$ cat src/core/pac_pkg.sv
// Overview of operation
// RULE1: advertise pause bits 10 and 11 when set
// RULE2: store partner pause bits 10, 11 on capture
// RULE3: MAC reads partner ability and resolves pause
// RULE4: pick highest common advertised mode via pages
// RULE5: at 1000 resolve role, multiport wins master
// RULE6: pause exchange valid only with full duplex
// RULE7: next pages sent from next page transmit register
// RULE8: parallel detect sets bit 5/7, selector 00001
// RULE9: parallel detect: complete set, negotiable reads 0
// RULE10: parallel detect bad link sets fault bit 4
// RULE11: lost negotiated link resumes negotiation
// RULE12: writing control bit 9 restarts negotiation
// RULE13: restart goes quiet until break timer expires
// RULE14: software clears then sets bit 12 to re-enable
// RULE15: strap-disabled negotiation can never be re-enabled
// RULE16: crossover swaps A/B, C/D at 1000, before pages
// RULE17: crossover seed takes 255 distinct values
// RULE18: phy control bit 6 enables automatic crossover
// RULE19: bit 5 picks straight or crossed when manual
// RULE20: crossover at 10/100 regardless of negotiation
// RULE21: shallow loopback in basic control, rest self-test
// RULE22: loopback availability follows speed and interface
// RULE23: break timer length is a design parameter
package pac_pkg;
  localparam logic [4:0] ADDR_BASIC_CONTROL = 5'h00;
  localparam logic [4:0] ADDR_BASIC_STATUS = 5'h01;
  localparam logic [4:0] ADDR_ADVERTISE = 5'h04;
  localparam logic [4:0] ADDR_PARTNER = 5'h05;
  localparam logic [4:0] ADDR_EXPANSION = 5'h06;
  localparam logic [4:0] ADDR_NP_TRANSMIT = 5'h07;
  localparam logic [4:0] ADDR_PHY_CONTROL = 5'h10;
  localparam logic [4:0] ADDR_SELF_TEST = 5'h16;
  localparam int CTL_LOOPBACK = 14;
  localparam int CTL_SPEED_LSB = 13;
  localparam int CTL_AN_ENABLE = 12;
  localparam int CTL_AN_RESTART = 9;
  localparam int CTL_DUPLEX = 8;
  localparam int CTL_SPEED_MSB = 6;
  localparam int ADV_NEXT_PAGE = 15;
  localparam int ADV_ASYM_PAUSE = 11;
  localparam int ADV_PAUSE = 10;
  localparam int ADV_100_FULL = 8;
  localparam int ADV_100_HALF = 7;
  localparam int ADV_10_FULL = 6;
  localparam int ADV_10_HALF = 5;
  localparam int STS_AN_COMPLETE = 5;
  localparam int STS_LINK = 2;
  localparam int EXP_PD_FAULT = 4;
  localparam int EXP_LP_NEGOTIABLE = 0;
  localparam int PHY_AUTO_XOVER = 6;
  localparam int PHY_FORCE_XOVER = 5;
  localparam logic [4:0] SELECTOR_8023 = 5'h01;
  localparam logic [15:0] CONTROL_RST = 16'h1140;
  localparam logic [15:0] STATUS_CONST = 16'h7948;
  localparam logic [15:0] ADVERTISE_RST = 16'h01E1;
  localparam logic [15:0] NP_TRANSMIT_RST = 16'h2001;
  localparam logic [15:0] PHY_CONTROL_RST = 16'h0040;
  localparam logic [15:0] SELF_TEST_RST = 16'h0000;
  localparam logic [7:0] SEED_RST = 8'h5A;
  localparam int CLK_MHZ = 40;
  localparam int BREAK_LINK_US = 1200;
  localparam int BREAK_LINK_CYC = BREAK_LINK_US * CLK_MHZ;
  localparam int XOVER_SLOT_US = 62;
  localparam int XOVER_SLOT_CYC = XOVER_SLOT_US * CLK_MHZ;
  localparam logic [1:0] SPD_10 = 2'b00;
  localparam logic [1:0] SPD_100 = 2'b01;
  localparam logic [1:0] SPD_1000 = 2'b10;
  typedef enum logic [2:0] {
    LB_NONE = 3'b000, LB_MII = 3'b001, LB_PCS = 3'b010, LB_DIGITAL = 3'b011,
    LB_ANALOG = 3'b100, LB_EXTERNAL = 3'b101, LB_REVERSE = 3'b110
  } pac_loop_t;
  typedef enum logic [2:0] {
    ST_FORCED = 3'b000, ST_BREAK = 3'b001, ST_DETECT = 3'b010,
    ST_NEXT_PAGE = 3'b011, ST_COMPLETE = 3'b100
  } pac_state_t;
endpackage : pac_pkg

$ cat src/core/pac_core.sv
`timescale 1ns/10ps
module pac_core #(
  parameter int BREAK_CYCLES = pac_pkg::BREAK_LINK_CYC,
  parameter int XOVER_CYCLES = pac_pkg::XOVER_SLOT_CYC
) (
  input wire logic core_clk,
  input wire logic sys_rst,
  input wire logic an_strap_disable,
  input wire logic [4:0] reg_addr,
  input wire logic reg_wr,
  input wire logic reg_rd,
  input wire logic [15:0] reg_wdata,
  output logic [15:0] reg_rdata,
  output logic reg_rvalid,
  input wire logic page_rx_valid,
  input wire logic [15:0] page_rx,
  input wire logic partner_1000_full,
  input wire logic partner_multiport,
  input wire logic [7:0] partner_seed,
  input wire logic local_1000_full,
  input wire logic local_multiport,
  input wire logic pd_link_10,
  input wire logic pd_link_100,
  input wire logic signal_detect,
  input wire logic link_good,
  input wire logic mac_sgmii,
  output logic flp_tx_en,
  output logic [15:0] flp_tx_page,
  output logic tx_quiet,
  output logic an_complete,
  output logic [1:0] link_speed,
  output logic link_full_duplex,
  output logic role_master,
  output logic pause_valid,
  output logic swap_ab,
  output logic swap_cd,
  output pac_pkg::pac_loop_t loop_mode,
  output logic loop_avail,
  output logic loop_link
);
  import pac_pkg::*;

  localparam logic [15:0] BREAK_LOAD = 16'(BREAK_CYCLES - 1);
  localparam logic [15:0] XOVER_LOAD = 16'(XOVER_CYCLES - 1);

  typedef struct packed {
    pac_state_t st;
    logic [15:0] ctl;
    logic [15:0] adv;
    logic [15:0] lpa;
    logic [15:0] ntx;
    logic [15:0] phy;
    logic [15:0] bist;
    logic pd_fault;
    logic lp_neg;
    logic strap_dis;
    logic link_up;
    logic [15:0] tmr;
    logic [15:0] xtmr;
    logic [7:0] seed;
    logic swap;
    logic [1:0] speed;
    logic fdx;
    logic master;
    logic [15:0] rdata;
    logic rvalid;
    pac_loop_t lmode;
    logic lavail;
    logic llink;
    logic o_flp;
    logic [15:0] o_page;
    logic o_quiet;
    logic o_done;
    logic o_role;
    logic o_pause;
    logic o_cd;
  } pac_regs_t;

  pac_regs_t q;
  pac_regs_t d;

  // priority: 1000 full, 100 full, 100 half, 10 full, 10 half
  function automatic logic [3:0] pac_resolve(input logic [15:0] a, input logic [15:0] p,
                                             input logic g_loc, input logic g_lp);
    logic [15:0] c;
    c = a & p;
    if (g_loc && g_lp) pac_resolve = {SPD_1000, 1'b1, 1'b1};
    else if (c[ADV_100_FULL]) pac_resolve = {SPD_100, 1'b1, 1'b1};
    else if (c[ADV_100_HALF]) pac_resolve = {SPD_100, 1'b0, 1'b1};
    else if (c[ADV_10_FULL]) pac_resolve = {SPD_10, 1'b1, 1'b1};
    else if (c[ADV_10_HALF]) pac_resolve = {SPD_10, 1'b0, 1'b1};
    else pac_resolve = {SPD_10, 1'b0, 1'b0};
  endfunction : pac_resolve

  // returns {available, link status} for a loopback mode
  function automatic logic [1:0] pac_loop_ok(input pac_loop_t m, input logic [1:0] s,
                                             input logic sg);
    logic is10;
    is10 = (s == SPD_10);
    case (m)
      LB_NONE: pac_loop_ok = 2'b00;
      LB_MII: pac_loop_ok = {!(sg && is10), 1'b0};
      LB_PCS: pac_loop_ok = {!is10, (s == SPD_100)};
      LB_EXTERNAL: pac_loop_ok = {2{(s != SPD_1000) && !(sg && is10)}};
      default: pac_loop_ok = {2{!(sg && is10)}};
    endcase
  endfunction : pac_loop_ok

  logic an_allowed;
  logic wr_ctl;
  logic restart_req;
  logic [3:0] res;
  logic [1:0] lchk;
  logic pd_any;
  logic pd_bad;

  always_comb begin
    d = q;
    d.rvalid = 1'b0;
    an_allowed = q.ctl[CTL_AN_ENABLE] && !q.strap_dis;
    wr_ctl = reg_wr && (reg_addr == ADDR_BASIC_CONTROL);
    restart_req = wr_ctl && reg_wdata[CTL_AN_RESTART];
    res = pac_resolve(q.adv, page_rx, local_1000_full, partner_1000_full);
    pd_any = pd_link_10 || pd_link_100;
    // two technologies at once, or one we do not advertise, is not a good link
    pd_bad = (pd_link_10 && pd_link_100) ||
             (pd_link_100 && !q.adv[ADV_100_HALF]) ||
             (pd_link_10 && !q.adv[ADV_10_HALF]);

    if (reg_rd) begin
      d.rvalid = 1'b1;
      case (reg_addr)
        ADDR_BASIC_CONTROL: d.rdata = q.ctl;
        ADDR_BASIC_STATUS: begin
          d.rdata = STATUS_CONST;
          d.rdata[STS_AN_COMPLETE] = (q.st == ST_COMPLETE); // [RULE9]
          d.rdata[STS_LINK] = q.link_up;
        end
        ADDR_ADVERTISE: d.rdata = q.adv;
        ADDR_PARTNER: d.rdata = q.lpa;
        ADDR_EXPANSION: begin
          d.rdata = 16'h0004;
          d.rdata[EXP_PD_FAULT] = q.pd_fault;
          d.rdata[EXP_LP_NEGOTIABLE] = q.lp_neg;
          // fault is sticky until read; a new fault in the read cycle survives
          d.pd_fault = 1'b0;
        end
        ADDR_NP_TRANSMIT: d.rdata = q.ntx;
        ADDR_PHY_CONTROL: d.rdata = q.phy;
        ADDR_SELF_TEST: d.rdata = q.bist;
        default: d.rdata = 16'h0000;
      endcase
    end

    if (reg_wr) begin
      case (reg_addr)
        ADDR_BASIC_CONTROL: begin
          d.ctl = reg_wdata;
          d.ctl[CTL_AN_RESTART] = 1'b0;
          d.ctl[15] = 1'b0;
          if (q.strap_dis) d.ctl[CTL_AN_ENABLE] = 1'b0; // [RULE15]
        end
        ADDR_ADVERTISE: d.adv = {reg_wdata[15:5], SELECTOR_8023}; // [RULE1]
        ADDR_NP_TRANSMIT: d.ntx = reg_wdata; // [RULE7]
        ADDR_PHY_CONTROL: d.phy = reg_wdata; // [RULE18]
        ADDR_SELF_TEST: d.bist = reg_wdata; // [RULE21]
        default: d.rdata = d.rdata;
      endcase
    end

    if (q.tmr != 16'h0000) d.tmr = q.tmr - 16'h0001;

    case (q.st)
      ST_FORCED: begin
        d.speed = {q.ctl[CTL_SPEED_MSB], q.ctl[CTL_SPEED_LSB]};
        d.fdx = q.ctl[CTL_DUPLEX];
        d.link_up = link_good;
        // the clear-then-set sequence lands here as a rising enable
        if (an_allowed) begin // [RULE14]
          d.st = ST_BREAK;
          d.tmr = BREAK_LOAD;
        end
      end
      ST_BREAK: begin
        d.link_up = 1'b0;
        if (q.tmr == 16'h0000) d.st = ST_DETECT; // [RULE13] [RULE23]
      end
      ST_DETECT: begin
        if (page_rx_valid) begin
          d.lpa = page_rx; // [RULE2]
          d.lp_neg = 1'b1;
          d.speed = res[3:2]; // [RULE4]
          d.fdx = res[1];
          // role only matters at 1000; seed breaks a tie between equals
          d.master = (local_multiport != partner_multiport) ? local_multiport :
                     (q.seed > partner_seed); // [RULE5]
          if (q.adv[ADV_NEXT_PAGE] && page_rx[ADV_NEXT_PAGE]) d.st = ST_NEXT_PAGE;
          else d.st = ST_COMPLETE;
        end else if (pd_any) begin
          if (pd_bad) begin
            d.pd_fault = 1'b1; // [RULE10]
          end else begin
            d.lpa = 16'h0000;
            d.lpa[ADV_10_HALF] = pd_link_10; // [RULE8]
            d.lpa[ADV_100_HALF] = pd_link_100;
            d.lpa[4:0] = SELECTOR_8023;
            d.lp_neg = 1'b0; // [RULE9]
            d.speed = pd_link_100 ? SPD_100 : SPD_10;
            d.fdx = 1'b0;
            d.master = 1'b0;
            d.st = ST_COMPLETE;
          end
        end
      end
      ST_NEXT_PAGE: begin
        if (page_rx_valid && !page_rx[ADV_NEXT_PAGE] && !q.ntx[ADV_NEXT_PAGE]) begin
          d.st = ST_COMPLETE; // [RULE7]
        end
      end
      ST_COMPLETE: begin
        if (link_good) d.link_up = 1'b1;
        if (q.link_up && !link_good) begin
          d.link_up = 1'b0;
          d.st = ST_DETECT; // [RULE11]
        end
      end
      default: d.st = ST_FORCED;
    endcase

    if (!an_allowed) begin
      d.st = ST_FORCED;
    end else if (restart_req) begin
      d.st = ST_BREAK; // [RULE12]
      d.tmr = BREAK_LOAD;
      d.link_up = 1'b0;
    end

    // 8-bit maximal LFSR cycles through 255 nonzero seeds
    d.seed = {q.seed[6:0], q.seed[7] ^ q.seed[5] ^ q.seed[4] ^ q.seed[3]}; // [RULE17]
    if (!q.phy[PHY_AUTO_XOVER]) begin
      d.swap = q.phy[PHY_FORCE_XOVER]; // [RULE19]
      d.xtmr = XOVER_LOAD;
    end else if (!signal_detect && !link_good && q.st != ST_NEXT_PAGE) begin
      // hunts in forced mode too, never mid page exchange
      if (q.xtmr == 16'h0000) begin
        d.swap = ~q.swap; // [RULE16] [RULE20]
        d.xtmr = XOVER_LOAD + {8'h00, q.seed};
      end else begin
        d.xtmr = q.xtmr - 16'h0001;
      end
    end

    d.lmode = q.ctl[CTL_LOOPBACK] ? LB_MII : // [RULE21]
              q.bist[5] ? LB_REVERSE : q.bist[4] ? LB_EXTERNAL :
              q.bist[3] ? LB_ANALOG : q.bist[2] ? LB_DIGITAL :
              q.bist[0] ? LB_PCS : LB_NONE;
    lchk = pac_loop_ok(q.lmode, q.speed, mac_sgmii);
    d.lavail = lchk[1]; // [RULE22]
    d.llink = lchk[0];

    if (sys_rst) begin
      d = '0;
      d.st = ST_FORCED;
      d.ctl = CONTROL_RST;
      d.adv = ADVERTISE_RST;
      d.ntx = NP_TRANSMIT_RST;
      d.phy = PHY_CONTROL_RST;
      d.bist = SELF_TEST_RST;
      d.seed = SEED_RST;
      d.xtmr = XOVER_LOAD;
      d.lmode = LB_NONE;
      d.strap_dis = an_strap_disable; // [RULE15]
      if (an_strap_disable) d.ctl[CTL_AN_ENABLE] = 1'b0;
    end

    // status outputs registered from the next state so they keep their old timing
    d.o_flp = (d.st == ST_DETECT) || (d.st == ST_NEXT_PAGE);
    d.o_page = (d.st == ST_NEXT_PAGE) ? d.ntx : d.adv; // [RULE1] [RULE7]
    d.o_quiet = (d.st == ST_BREAK); // [RULE13]
    d.o_done = (d.st == ST_COMPLETE);
    d.o_role = d.master && (d.speed == SPD_1000);
    // the MAC resolves pause itself from the partner register
    d.o_pause = (d.st == ST_COMPLETE) && d.fdx && d.lp_neg; // [RULE6] [RULE3]
    d.o_cd = d.swap && (d.speed == SPD_1000); // [RULE16]
  end

  always_ff @(posedge core_clk) begin
    q <= d;
  end

  assign reg_rdata = q.rdata;
  assign reg_rvalid = q.rvalid;
  assign flp_tx_en = q.o_flp;
  assign flp_tx_page = q.o_page;
  assign tx_quiet = q.o_quiet;
  assign an_complete = q.o_done;
  assign link_speed = q.speed;
  assign link_full_duplex = q.fdx;
  assign role_master = q.o_role;
  assign pause_valid = q.o_pause;
  assign swap_ab = q.swap;
  assign swap_cd = q.o_cd;
  assign loop_mode = q.lmode;
  assign loop_avail = q.lavail;
  assign loop_link = q.llink;

  adv_pause_a: assert property (@(posedge core_clk) disable iff (sys_rst) // [RULE1]
    reg_wr && reg_addr == ADDR_ADVERTISE |=>
      flp_tx_page[11:10] == $past(reg_wdata[11:10]) || q.st == ST_NEXT_PAGE)
    else $error("advertised pause bits differ from write");
  lp_pause_a: assert property (@(posedge core_clk) disable iff (sys_rst) // [RULE2]
    q.st == ST_DETECT && page_rx_valid && !reg_wr |=> q.lpa[11:10] == $past(page_rx[11:10]))
    else $error("partner pause bits not captured");
  pause_fdx_a: assert property (@(posedge core_clk) disable iff (sys_rst) // [RULE6]
    pause_valid |-> link_full_duplex && an_complete)
    else $error("pause valid without full duplex");
  pd_select_a: assert property (@(posedge core_clk) disable iff (sys_rst) // [RULE8]
    q.st == ST_DETECT && !page_rx_valid && pd_link_100 && !pd_link_10 &&
    q.adv[ADV_100_HALF] && an_allowed && !restart_req
      |=> q.lpa[4:0] == SELECTOR_8023 && q.lpa[ADV_100_HALF] && !q.lp_neg && an_complete)
    else $error("parallel detect result wrong");
  pd_fault_a: assert property (@(posedge core_clk) disable iff (sys_rst) // [RULE10]
    q.st == ST_DETECT && !page_rx_valid && pd_link_10 && pd_link_100 |=> q.pd_fault)
    else $error("parallel detect fault not flagged");
  link_loss_a: assert property (@(posedge core_clk) disable iff (sys_rst) // [RULE11]
    q.st == ST_COMPLETE && q.link_up && !link_good && an_allowed && !restart_req
      |=> q.st == ST_DETECT && flp_tx_en)
    else $error("lost link did not resume negotiation");
  restart_quiet_a: assert property (@(posedge core_clk) disable iff (sys_rst) // [RULE13]
    restart_req && an_allowed |=> tx_quiet && !flp_tx_en ##1 tx_quiet[*3])
    else $error("restart did not silence transmit");
  strap_lock_a: assert property (@(posedge core_clk) disable iff (sys_rst) // [RULE15]
    q.strap_dis |-> q.st == ST_FORCED && !q.ctl[CTL_AN_ENABLE])
    else $error("strap disabled negotiation came back");
  manual_xover_a: assert property (@(posedge core_clk) disable iff (sys_rst) // [RULE19]
    !q.phy[PHY_AUTO_XOVER] && !$past(reg_wr) |=> swap_ab == $past(q.phy[PHY_FORCE_XOVER]))
    else $error("manual crossover not applied");
  loop_sel_a: assert property (@(posedge core_clk) disable iff (sys_rst) // [RULE21]
    q.ctl[CTL_LOOPBACK] |=> loop_mode == LB_MII)
    else $error("shallow loopback not selected");
  loop_pcs_a: assert property (@(posedge core_clk) disable iff (sys_rst) // [RULE22]
    loop_mode == LB_PCS && $stable(q.speed) && q.speed == SPD_10 |=> !loop_avail)
    else $error("pcs loopback shown available at 10M");
endmodule : pac_core

$ cat config.mk
export PLATFORM = sky130hd
export DESIGN_NAME = pac_core
export DESIGN_NICKNAME = d
export VERILOG_FILES = /design/src/core/pac_pkg.sv /design/src/core/pac_core.sv
export SDC_FILE = /design/constraint.sdc
export NUM_CORES = 1
export LEC_CHECK = 0
export BUFFER_PORTS_ARGS = -buffer_cell sky130_fd_sc_hd__buf_2
export CAP_MARGIN = 20
export CORE_MARGIN = 2
export CORE_UTILIZATION = 46
export CTS_BUF_LIST = sky130_fd_sc_hd__clkbuf_8 sky130_fd_sc_hd__clkbuf_16
export DETAILED_ROUTE_END_ITERATION = 7
export GPL_TIMING_DRIVEN = 0
export PLACE_DENSITY = 0.66
export SYNTH_ARGS = -nofsm -noshare
export SYNTH_HDL_FRONTEND = slang
export SYNTH_SLANG_ARGS = --single-unit
$ cat constraint.sdc
create_clock -name core_clk -period 3.5 [get_ports core_clk]
set_input_delay 0.175 -clock core_clk [delete_from_list [all_inputs] [get_ports core_clk]]
set_output_delay 0.175 -clock core_clk [all_outputs]
set_load 0.02 [all_outputs]
==> flow_summary_export.csv, run 1 <==
group,metric,value,unit
logic_synthesis,synth_area_leaders,"dfxtp_1 43%, a21oi_1 5.3%, nand2_1 3.9%, nor2_1 3.6%, mux2i_1 3.5%",
route,dr.pass1.iters,5,
grt,grt_overflow,0,
clock_network,clock_latency,440,ps
floorplan,ioPinCount,108,
setup_path,path_max_fanout,10,
floorplan,rows,50,
placement,hpwlAfterDp,19400,µm
sta,final_hold_viol_count,0,
cells_and_area,final_layout_size_suffix_gt1_frac,0.178,
sta,fin_ws,588,ps
cells_and_area,nets,1208,
sta,finalSetupViolCount,0,
cells_and_area,final_cell_mix,"188 x dfxtp_1, 110 x buf_2, 92 x a21oi_1",
logic_synthesis,synth_flop_cell,"dfxtp_1",
clock_network,clk_pin_slew,80,ps
min_path,min_from,"page_rx[0]",
route,num_vias,8042,
setup_path,startpoint,"sys_rst",
logic_synthesis,synth.avg_cell_area,8.78,µm²
placement,dpl_cell_area,9590,µm²
route,wl_per_cell,19.3,µm
run,cap_violations,0,
logic_synthesis,synth_edf_count,2,
logic_synthesis,synthXorXnorAreaFrac,0.0260,
logic_synthesis,yosysTopAreaCell,"dfxtp_1",
grt,grt_max_degree,19,
clock_network,cts.path.max_buffers,2,
clock_network,postCtsSetupBuffers,0,
logic_synthesis,yosysWarnings,0,
floorplan,die_h,142,µm
sta,finalCritPeriodShare,0.832,
logic_synthesis,synthesis.nets,1071,
logic_synthesis,synth_top_family_by_area,"simple AND/OR/NAND/NOR gates",
power_and_ir_drop,p_leak,4.01,nW
logic_synthesis,muxShareOfSynthArea,0.0688,
setup_path,crit_required,3800,ps
setup_path,path_cells,"dlygate4sd3_1 -> buf_2 -> clkbuf_1 -> clkbuf_1 -> clkbuf_1 -> buf_1 -> nor2_1",
placement,io_buffer_count,106,
cells_and_area,final_common_cell,"dfxtp_1",
clock_network,cts_tree,"done",
setup_path,slowest_delay,650,ps
setup_path,cpMaxStageDelayCell,"buf_1",
setup_path,worstSetupStartpointType,"input pin",
sta,setup_tns,0,ps
cells_and_area,area_growth,17.1,%
cells_and_area,fin_area,10300,µm²
floorplan,initial_core_util,0.469,
sta,fmax,0.343,GHz
setup_path,r2r_setup_slack,810,ps
sta,rsz0062_at_grt,"no",
sta,relSlewSlack,0.346,
grt,grt_pass1_vias,7521,
floorplan,die-area,20200,µm²
logic_synthesis,synth-adder-area-share,0.0171,
status,status,"complete, no violations",
setup_path,critPathMostFrequentCell,"clkbuf_1",
setup_path,reg2reg_from,"q[64]",
power_and_ir_drop,power_density,468,nW/µm²
logic_synthesis,synthSimpleGateAreaFrac,0.215,
route,totalWireLength,26600,µm
logic_synthesis,seq_area_frac_synth,0.436,
logic_synthesis,synthArstFlopShare,0,
floorplan,fp.dieW,142,µm
sta,tightest_slew,969,ps
clock_network,cts-root-buf,"clkbuf_16",
grt,grt_pass1_wl,40800,µm
power_and_ir_drop,fin_total_pwr,4.81,mW
clock_network,cts_buffers,17,
sta,finalCriticalPeriod,2910,ps
route,drc,0,
setup_path,endpoint_kind,"flip-flop",
logic_synthesis,synth.distinct_cells,67,
logic_synthesis,yosysTopAreaCellShare,0.429,
clock_network,postCtsResizedCells,0,
logic_synthesis,synthCells,999,
floorplan,coreArea,18700,µm²
route,vias_per_cell,5.81,
cells_and_area,antenna_cells,0,
placement,place.gp.congestion,0.947,
logic_synthesis,netlist_area,8770,µm²
clock_network,h-tree-depth,4,
cells_and_area,num-fill-cells,1749,
route,ant_nets,0,
min_path,hp-class,"input pin to flip-flop",
setup_path,crit_arrival,3220,ps
route,drtIter0Drc,664,
setup_path,worstSetupPathType,"input pin to flip-flop",
placement,pre_cts_slack,647,ps
clock_network,clock_sinks,190,
grt,antenna_found_initial,0,
sta,final-max-slew-violation-count,0,
logic_synthesis,synth-seq-cells,190,
power_and_ir_drop,peakVddDrop,0.339,mV
logic_synthesis,synth_compound_area_frac,0.170,
grt,track_usage,0.263,
sta,fin_skew,11.9,ps
-- synth_stat cells, drive strengths merged, types with 7 or more instances --
| library cell | n |
|---|---|
| dfxtp | 188 |
| a21oi | 92 |
| nand2 | 91 |
| nor2 | 85 |
| nand3 | 61 |
| clkbuf | 48 |
| buf | 47 |
| mux2i | 31 |
| mux2 | 26 |
| nor3 | 25 |
| a22oi | 23 |
| inv | 23 |
| nand2b | 19 |
| xor2 | 18 |
| o21ai | 16 |
| nand3b | 13 |
| ha | 12 |
| nor2b | 12 |
| a21o | 10 |
| a222oi | 10 |
| nor4 | 10 |
| a211oi | 9 |
| a22o | 9 |
| a221oi | 8 |
| xnor2 | 8 |
| o21a | 7 |
| or2 | 7 |
| or3 | 7 |
-- worst paths after layout --
check	endpoint	cells after the start
max reg2reg	q[65]	7
min	q[141]	3
min reg2reg	q[103]	2
max	q[149]	7
-- kinds of logic after synthesis --
group,after synthesis
simple gates,373
flops,190
xor+xnor,26
mux,57
buf+inv,118
fa+ha+maj,12
compound gates,223
-- power breakdown --
part	internal [mW]	switching (mW)	leakage, nW
Sequential	2.24	0.0871	1.54
Clock	0.933	0.929	0.255
Combinational	0.249	0.362	2.22
Total	3.43	1.38	4.01
-- metal layers --
metal | share of wire | global-route usage
met5 | 0 | 0
met4 | 0.032 | 0.110
met3 | 0.078 | 0.0522
met2 | 0.45 | 0.416
met1 | 0.44 | 0.353
-- registers in the layout, summed over array words and instances, names as in the netlist --
register,flops
link_full_duplex,1
flp_tx_en,1
loop_mode,3
role_master,1
q,142
reg_rvalid,1
pause_valid,1
loop_avail,1
loop_link,1
tx_quiet,1
flp_tx_page,16
an_complete,1
link_speed,2
swap_cd,1
reg_rdata,16
swap_ab,1
-- what timing repair did --
item,4_1_cts,5_1_grt
endpoints found under the setup margin,0,0
hold buffers,11,1
endpoints found under the hold margin,11,1
-- metrics by stage --
stage	hold slack (ps)	util	instances
6_report	21.2	0.549	1383
3_3_place_gp	403	0.513	1339
2_1_floorplan	274	-	999
4_1_cts	5.45	0.548	1382
3_5_place_dp	404	0.513	1339
5_1_grt	27.8	0.549	1383
-- layout make-up --
type                       instances  area [µm²]  share of cell area
inverter                          23        86.3             0.00841
clock buffer                      17         425              0.0414
tap                              234         293              0.0285
buffer                            95         500              0.0487
timing repair buffer             118         651              0.0634
sequential                       190        3820               0.372
clock inverter                    15         129              0.0126
multi-input combinational        691        4360               0.425
-- worst max-delay path: cells and delay by family --
kind | cells | cell delay, ps
buffers and inverters | 6 | 2910
and+or+nand+nor | 1 | 120
(Power assumes the default switching activity.)
==> run 2, diff against run 1 <==
==> constraint.sdc (replaced) <==
create_clock -name core_clk -period 2.7 [get_ports core_clk]
set_input_delay 0.135 -clock core_clk [delete_from_list [all_inputs] [get_ports core_clk]]
set_output_delay 0.135 -clock core_clk [all_outputs]
set_load 0.02 [all_outputs]
==> run 2 against run 1 <==
Net effect: cell count grew 0.65%; register-to-register slack lost 700 ps; critical path depth is the same; critical path type is now flip-flop to flip-flop; critical endpoint is now q[65].
==> flow_summary_export.csv, run 2 (synthesis gave the netlist of run 1 again) <==
group,metric,value,unit
setup_path,worstSetupStartpointType,"flip-flop",
sta,finalCritPeriodShare,0.958,
clock_network,cts.path.max_buffers,2,
setup_path,crit_arrival,2950,ps
grt,antenna_found_initial,0,
sta,fmax,0.387,GHz
route,wl_per_cell,19.2,µm
route,dr.pass1.iters,5,
floorplan,fp.dieW,142,µm
clock_network,h-tree-depth,4,
sta,final-max-slew-violation-count,0,
setup_path,r2r_setup_slack,110,ps
placement,place.gp.congestion,0.947,
cells_and_area,largest_register_ff_count,142,
route,vias_per_cell,5.79,
route,ant_nets,0,
power_and_ir_drop,combPwrFrac,0.129,
cells_and_area,final_common_cell,"dfxtp_1",
power_and_ir_drop,switching_share,0.287,
route,drtIter0Drc,671,
grt,grt_pass1_wl,41100,µm
sta,setup_tns,0,ps
clock_network,clock_sinks,190,
cells_and_area,nets,1217,
floorplan,coreArea,18700,µm²
setup_path,startpoint,"q[64]",
setup_path,reg2reg_from,"q[64]",
floorplan,die_h,142,µm
grt,track_usage,0.265,
sta,finalCriticalPeriod,2590,ps
clock_network,clock_latency,440,ps
cells_and_area,area_growth,18.2,%
grt,grt_pass1_vias,7574,
power_and_ir_drop,p_leak,4.05,nW
min_path,hp-class,"input pin to flip-flop",
power_and_ir_drop,pwr-share-seq,0.484,
cells_and_area,antenna_cells,0,
sta,final_hold_viol_count,0,
route,drc,0,
clock_network,cts_tree,"done",
floorplan,rows,50,
cells_and_area,final_layout_size_suffix_gt1_frac,0.178,
setup_path,path_max_fanout,10,
power_and_ir_drop,peakVddDrop,0.434,mV
sta,tightest_slew,960,ps
floorplan,initial_core_util,0.469,
sta,rsz0062_at_grt,"no",
power_and_ir_drop,p_int,4.45,mW
placement,dp_cells,1339,
power_and_ir_drop,power_frac_clock,0.387,
setup_path,endpoint_kind,"flip-flop",
grt,grt_overflow,0,
run,cap_violations,0,
cells_and_area,final_cell_mix,"188 x dfxtp_1, 109 x buf_2, 92 x a21oi_1",
sta,fin_skew,11.2,ps
grt,grt_max_degree,19,
floorplan,die-area,20200,µm²
sta,finalSetupViolCount,0,
route,num_vias,8065,
setup_path,crit_required,3060,ps
cells_and_area,final_util,0.554,
placement,hpwlAfterDp,19400,µm
floorplan,ioPinCount,108,
setup_path,worstSetupPathType,"flip-flop to flip-flop",
status,status,"complete, no violations",
clock_network,cts-root-buf,"clkbuf_16",
min_path,min_from,"reg_wdata[15]",
route,totalWireLength,26700,µm
power_and_ir_drop,p_sw,1.79,mW
cells_and_area,regMostFlops,"q",
clock_network,clk_pin_slew,70,ps
clock_network,cts_buffers,17,
sta,relSlewSlack,0.351,
cells_and_area,fin_cells,1392,
placement,io_buffer_count,106,
power_and_ir_drop,power_density,602,nW/µm²
==> run 2: cell count changes in the layout (fill, tap and decap cells not counted), sizes merged <==
cell	previous run	this run
buf	153	152
dlygate4sd3	12	21
clkbuf	65	66
==> run 2: layout make-up <==
cell class | instances | area [µm²]
tap | 234 | 293
fill | 1733 | 8340
timing repair buffer | 127 | 741
sequential | 190 | 3820
inverter | 23 | 86.3
clock buffer | 17 | 425
buffer | 95 | 503
clock inverter | 15 | 129
multi-input combinational | 691 | 4370
==> run 2: critical path, stage by stage, from the launching register on <==
cell,delay (ps)
dfxtp_1,340
or4_1,540
buf_2,170
or4_4,480
nor3_2,230
clkbuf_4,250
mux2_2,350
o211ai_1,150
==> run 2: repair_timing <==
item	CTS	global route
buffers inserted	0	0
resized for setup	0	3
setup endpoints to repair	0	13
hold buffers	21	0
endpoints found under the hold margin	26	0
==> run 2: routing by layer <==
| layer | share of wire | vias to the layer above | global-route usage |
|---|---|---|---|
| met5 | 0 | - | 0 |
| met2 | 0.45 | 344 | 0.418 |
| met3 | 0.082 | 60 | 0.0501 |
| li1 | - | 3845 | - |
| met4 | 0.032 | 0 | 0.111 |
| met1 | 0.43 | 3816 | 0.356 |
==> run 2: stage by stage <==
step	instance area (µm²)	hold slack, ps	power [mW]	worst slack [ps]
after floorplan	8770	234	3.60	267
after global placement	9590	363	3.84	-127
after detailed placement	9590	364	3.85	-113
after CTS	10400	1.33	6.25	21.6
after global routing	10400	19.5	6.49	7.17
final	10400	14.3	6.24	114
==> run 2: power by group through the flow <==
| stage | clock [mW] | combinational [mW] | sequential [mW] |
|---|---|---|---|
| after global placement | 0 | 0.761 | 3.08 |
| after CTS | 2.44 | 0.796 | 3.02 |
| after floorplan | 0 | 0.538 | 3.06 |
| final | 2.41 | 0.804 | 3.02 |
| after global routing | 2.56 | 0.891 | 3.04 |
| after detailed placement | 0 | 0.768 | 3.09 |
==> run 2: path summary, 6_finish.rpt <==
kind | to | cells past startpoint
setup / recovery | q[65] | 7
hold / removal | q[108] | 3
setup reg to reg | q[65] | 7
hold reg to reg | q[103] | 2
==> run 3, diff against run 2 <==
--- a/config.mk
+++ b/config.mk
@@ -5,6 +5,7 @@
 export SDC_FILE = /design/constraint.sdc
 export NUM_CORES = 1
 export LEC_CHECK = 0
+export ABC_AREA = 1
 export BUFFER_PORTS_ARGS = -buffer_cell sky130_fd_sc_hd__buf_2
 export CAP_MARGIN = 20
 export CORE_MARGIN = 2
@@ -12,7 +13,7 @@
 export CTS_BUF_LIST = sky130_fd_sc_hd__clkbuf_8 sky130_fd_sc_hd__clkbuf_16
 export DETAILED_ROUTE_END_ITERATION = 7
 export GPL_TIMING_DRIVEN = 0
-export PLACE_DENSITY = 0.66
+export PLACE_DENSITY = 0.65
 export SYNTH_ARGS = -nofsm -noshare
 export SYNTH_HDL_FRONTEND = slang
 export SYNTH_SLANG_ARGS = --single-unit
==> run 3 against run 2 <==
Net effect: cell count rose by 24%; combinational power fell by 2.9%; clock skew rose by 1.5 ps; largest power group unchanged; clock power rose by 9.1%; sequential share of layout area fell by 1.3 points.
==> flow_summary_export.csv, run 3 <==
group,metric,value,unit
clock_network,cts.path.max_buffers,2,
sta,tightest_slew,725,ps
logic_synthesis,synth_flop_cell,"dfxtp_1",
clock_network,clk_pin_slew,70,ps
sta,fin_skew,12.6,ps
setup_path,r2r_setup_slack,510,ps
sta,relSlewSlack,0.517,
route,drc,0,
grt,grt_overflow,0,
logic_synthesis,synth.avg_cell_area,6.98,µm²
cells_and_area,nets,1517,
cells_and_area,largest_register_ff_count,142,
route,drtIter0Drc,755,
route,wl_per_cell,15.9,µm
power_and_ir_drop,power_density,594,nW/µm²
logic_synthesis,synth.distinct_cells,47,
clock_network,cts-root-buf,"clkbuf_16",
clock_network,clock_latency,440,ps
grt,grt_max_degree,19,
cells_and_area,final_layout_size_suffix_gt1_frac,0.156,
setup_path,path_max_fanout,10,
grt,antenna_found_initial,0,
clock_network,h-tree-depth,4,
logic_synthesis,seq_area_frac_synth,0.419,
sta,final_hold_viol_count,0,
sta,setup_tns,0,ps
placement,io_buffer_count,105,
clock_network,cts_tree,"done",
min_path,hp-class,"input pin to flip-flop",
route,dr.pass1.iters,6,
sta,fmax,0.456,GHz
floorplan,die-area,21000,µm²
floorplan,initial_core_util,0.469,
setup_path,worstSetupPathType,"flip-flop to flip-flop",
setup_path,crit_required,3030,ps
sta,finalCritPeriodShare,0.812,
run,cap_violations,0,
grt,grt_pass1_vias,7969,
setup_path,startpoint,"q[73]",
sta,final-max-slew-violation-count,0,
placement,place.gp.congestion,0.917,
floorplan,rows,51,
cells_and_area,num-fill-cells,1953,
logic_synthesis,synth-seq-cells,190,
floorplan,die_h,145,µm
cells_and_area,final_cell_mix,"275 x nand2_1, 188 x dfxtp_1, 182 x inv_1",
setup_path,worstSetupStartpointType,"flip-flop",
status,status,"complete, no violations",
sta,finalSetupViolCount,0,
logic_synthesis,synthArstFlopShare,0,
power_and_ir_drop,p_leak,5.01,nW
route,num_vias,8855,
logic_synthesis,synthTopCellsByCount,"275 x nand2_1, 188 x dfxtp_1, 182 x inv_1",
grt,grt_pass1_wl,42000,µm
floorplan,ioPinCount,108,
setup_path,endpoint_kind,"flip-flop",
floorplan,fp.dieW,145,µm
placement,pre_cts_slack,528,ps
logic_synthesis,yosysTopAreaCell,"dfxtp_1",
route,ant_nets,0,
cells_and_area,final_common_cell,"nand2_1",
power_and_ir_drop,peakVddDrop,0.435,mV
sta,finalCriticalPeriod,2190,ps
setup_path,reg2regPathDepth,12,
logic_synthesis,synth_edf_count,2,
route,vias_per_cell,5.14,
setup_path,reg2reg_from,"q[73]",
clock_network,clock_sinks,190,
cells_and_area,regMostFlops,"q",
grt,track_usage,0.264,
setup_path,crit_end,"flp_tx_page[6]",
clock_network,cts_buffers,17,
logic_synthesis,synth_area_leaders,"dfxtp_1 41%, nand2_1 11%, inv_1 7.5%, a21oi_1 7.4%, o21ai_0 6.5%",
placement,hpwlAfterDp,20900,µm
clock_network,postCtsSetupBuffers,0,
logic_synthesis,synthesis.nets,1378,
logic_synthesis,yosysWarnings,0,
sta,fin_ws,507,ps
cells_and_area,area_growth,17.8,%
setup_path,crit_arrival,2520,ps
logic_synthesis,yosysTopAreaCellShare,0.413,
logic_synthesis,synthCells,1306,
route,totalWireLength,27400,µm
floorplan,coreArea,19500,µm²
logic_synthesis,netlist_area,9120,µm²
cells_and_area,antenna_cells,0,
setup_path,r2r-end,"flp_tx_page[6]",
logic_synthesis,yosysMostFrequentCell,"nand2_1",
sta,rsz0062_at_grt,"no",
-- run 3: changes by cell type after synthesis, sizes merged, moves of 26 or more --
cell   delta
a21oi    +43
inv     +169
mux2     -26
mux2i    -31
nand2   +189
nor2     +56
o21ai   +104
-- run 3: timing repair --
item | 4_1_cts | 5_1_grt
hold buffers | 15 | 0
hold endpoints to repair | 17 | 0
gates resized for setup | 0 | 0
-- run 3: worst min path at each step --
stage / start / end / cells past startpoint
4_1_cts: page_rx[15] / q[156] / 3
2_1_floorplan: an_strap_disable / q[90] / 0
6_report: page_rx[15] / q[156] / 3
3_5_place_dp: an_strap_disable / q[90] / 1
5_1_grt: reg_wdata[15] / q[124] / 3
3_3_place_gp: an_strap_disable / q[90] / 1
-- run 3: per-stage QoR --
stage,power [mW],instance area (µm²),hold slack (ps),util,cells
finish,6.38,10700,15.5,0.552,1723
global route,6.63,10700,21.6,0.552,1723
CTS,6.39,10700,6.57,0.552,1723
detailed placement,3.79,9980,363,0.513,1676
global placement,3.78,9980,369,0.513,1676
floorplan,3.54,9120,234,-,1306
-- run 3: report_power, final --
group / switching (mW) / total [mW] / internal (mW)
Combinational: 0.512 / 0.781 / 0.269
Sequential: 0.0758 / 2.97 / 2.90
Clock: 1.20 / 2.63 / 1.43
Total: 1.79 / 6.38 / 4.59
-- run 3: layout make-up --
cell class                 count  area (µm²)  share of cell area
multi-input combinational    844        4090               0.381
clock buffer                  18         439              0.0409
buffer                        78         474              0.0441
tap                          265         332              0.0309
clock inverter                14         175              0.0163
timing repair buffer         120         676              0.0629
inverter                     194         728              0.0678
sequential                   190        3820               0.356
-- run 3: kinds of logic after synthesis --
group                    count (synthesis)  share of synthesized area
buffers and inverters                  272                      0.132
AND/OR/NAND/NOR                        518                      0.244
flip-flops                             190                      0.419
adder cells (fa/ha/maj)                 12                     0.0165
XOR/XNOR                                 9                    0.00864
AO/OA/AOI/OAI                          305                      0.180
-- run 3: metal layers --
layer | share of wire | vias to the layer above | GRT usage
met2 | 0.47 | 339 | 0.438
met4 | 0.022 | 0 | 0.0802
met3 | 0.063 | 43 | 0.0378
met1 | 0.45 | 4033 | 0.358
met5 | 0 | - | 0
li1 | - | 4440 | -
-- run 3: critical path, stage by stage, from the launching register on --
cell	delay (ps)
dfxtp_1	320
inv_1	130
ha_1	270
nand2_1	180
nor2_2	160
nand3_2	190
nand2_1	140
nand4_1	150
nand2_4	210
nor2_8	60
buf_6	150
nand2_1	70
nand2_1	60
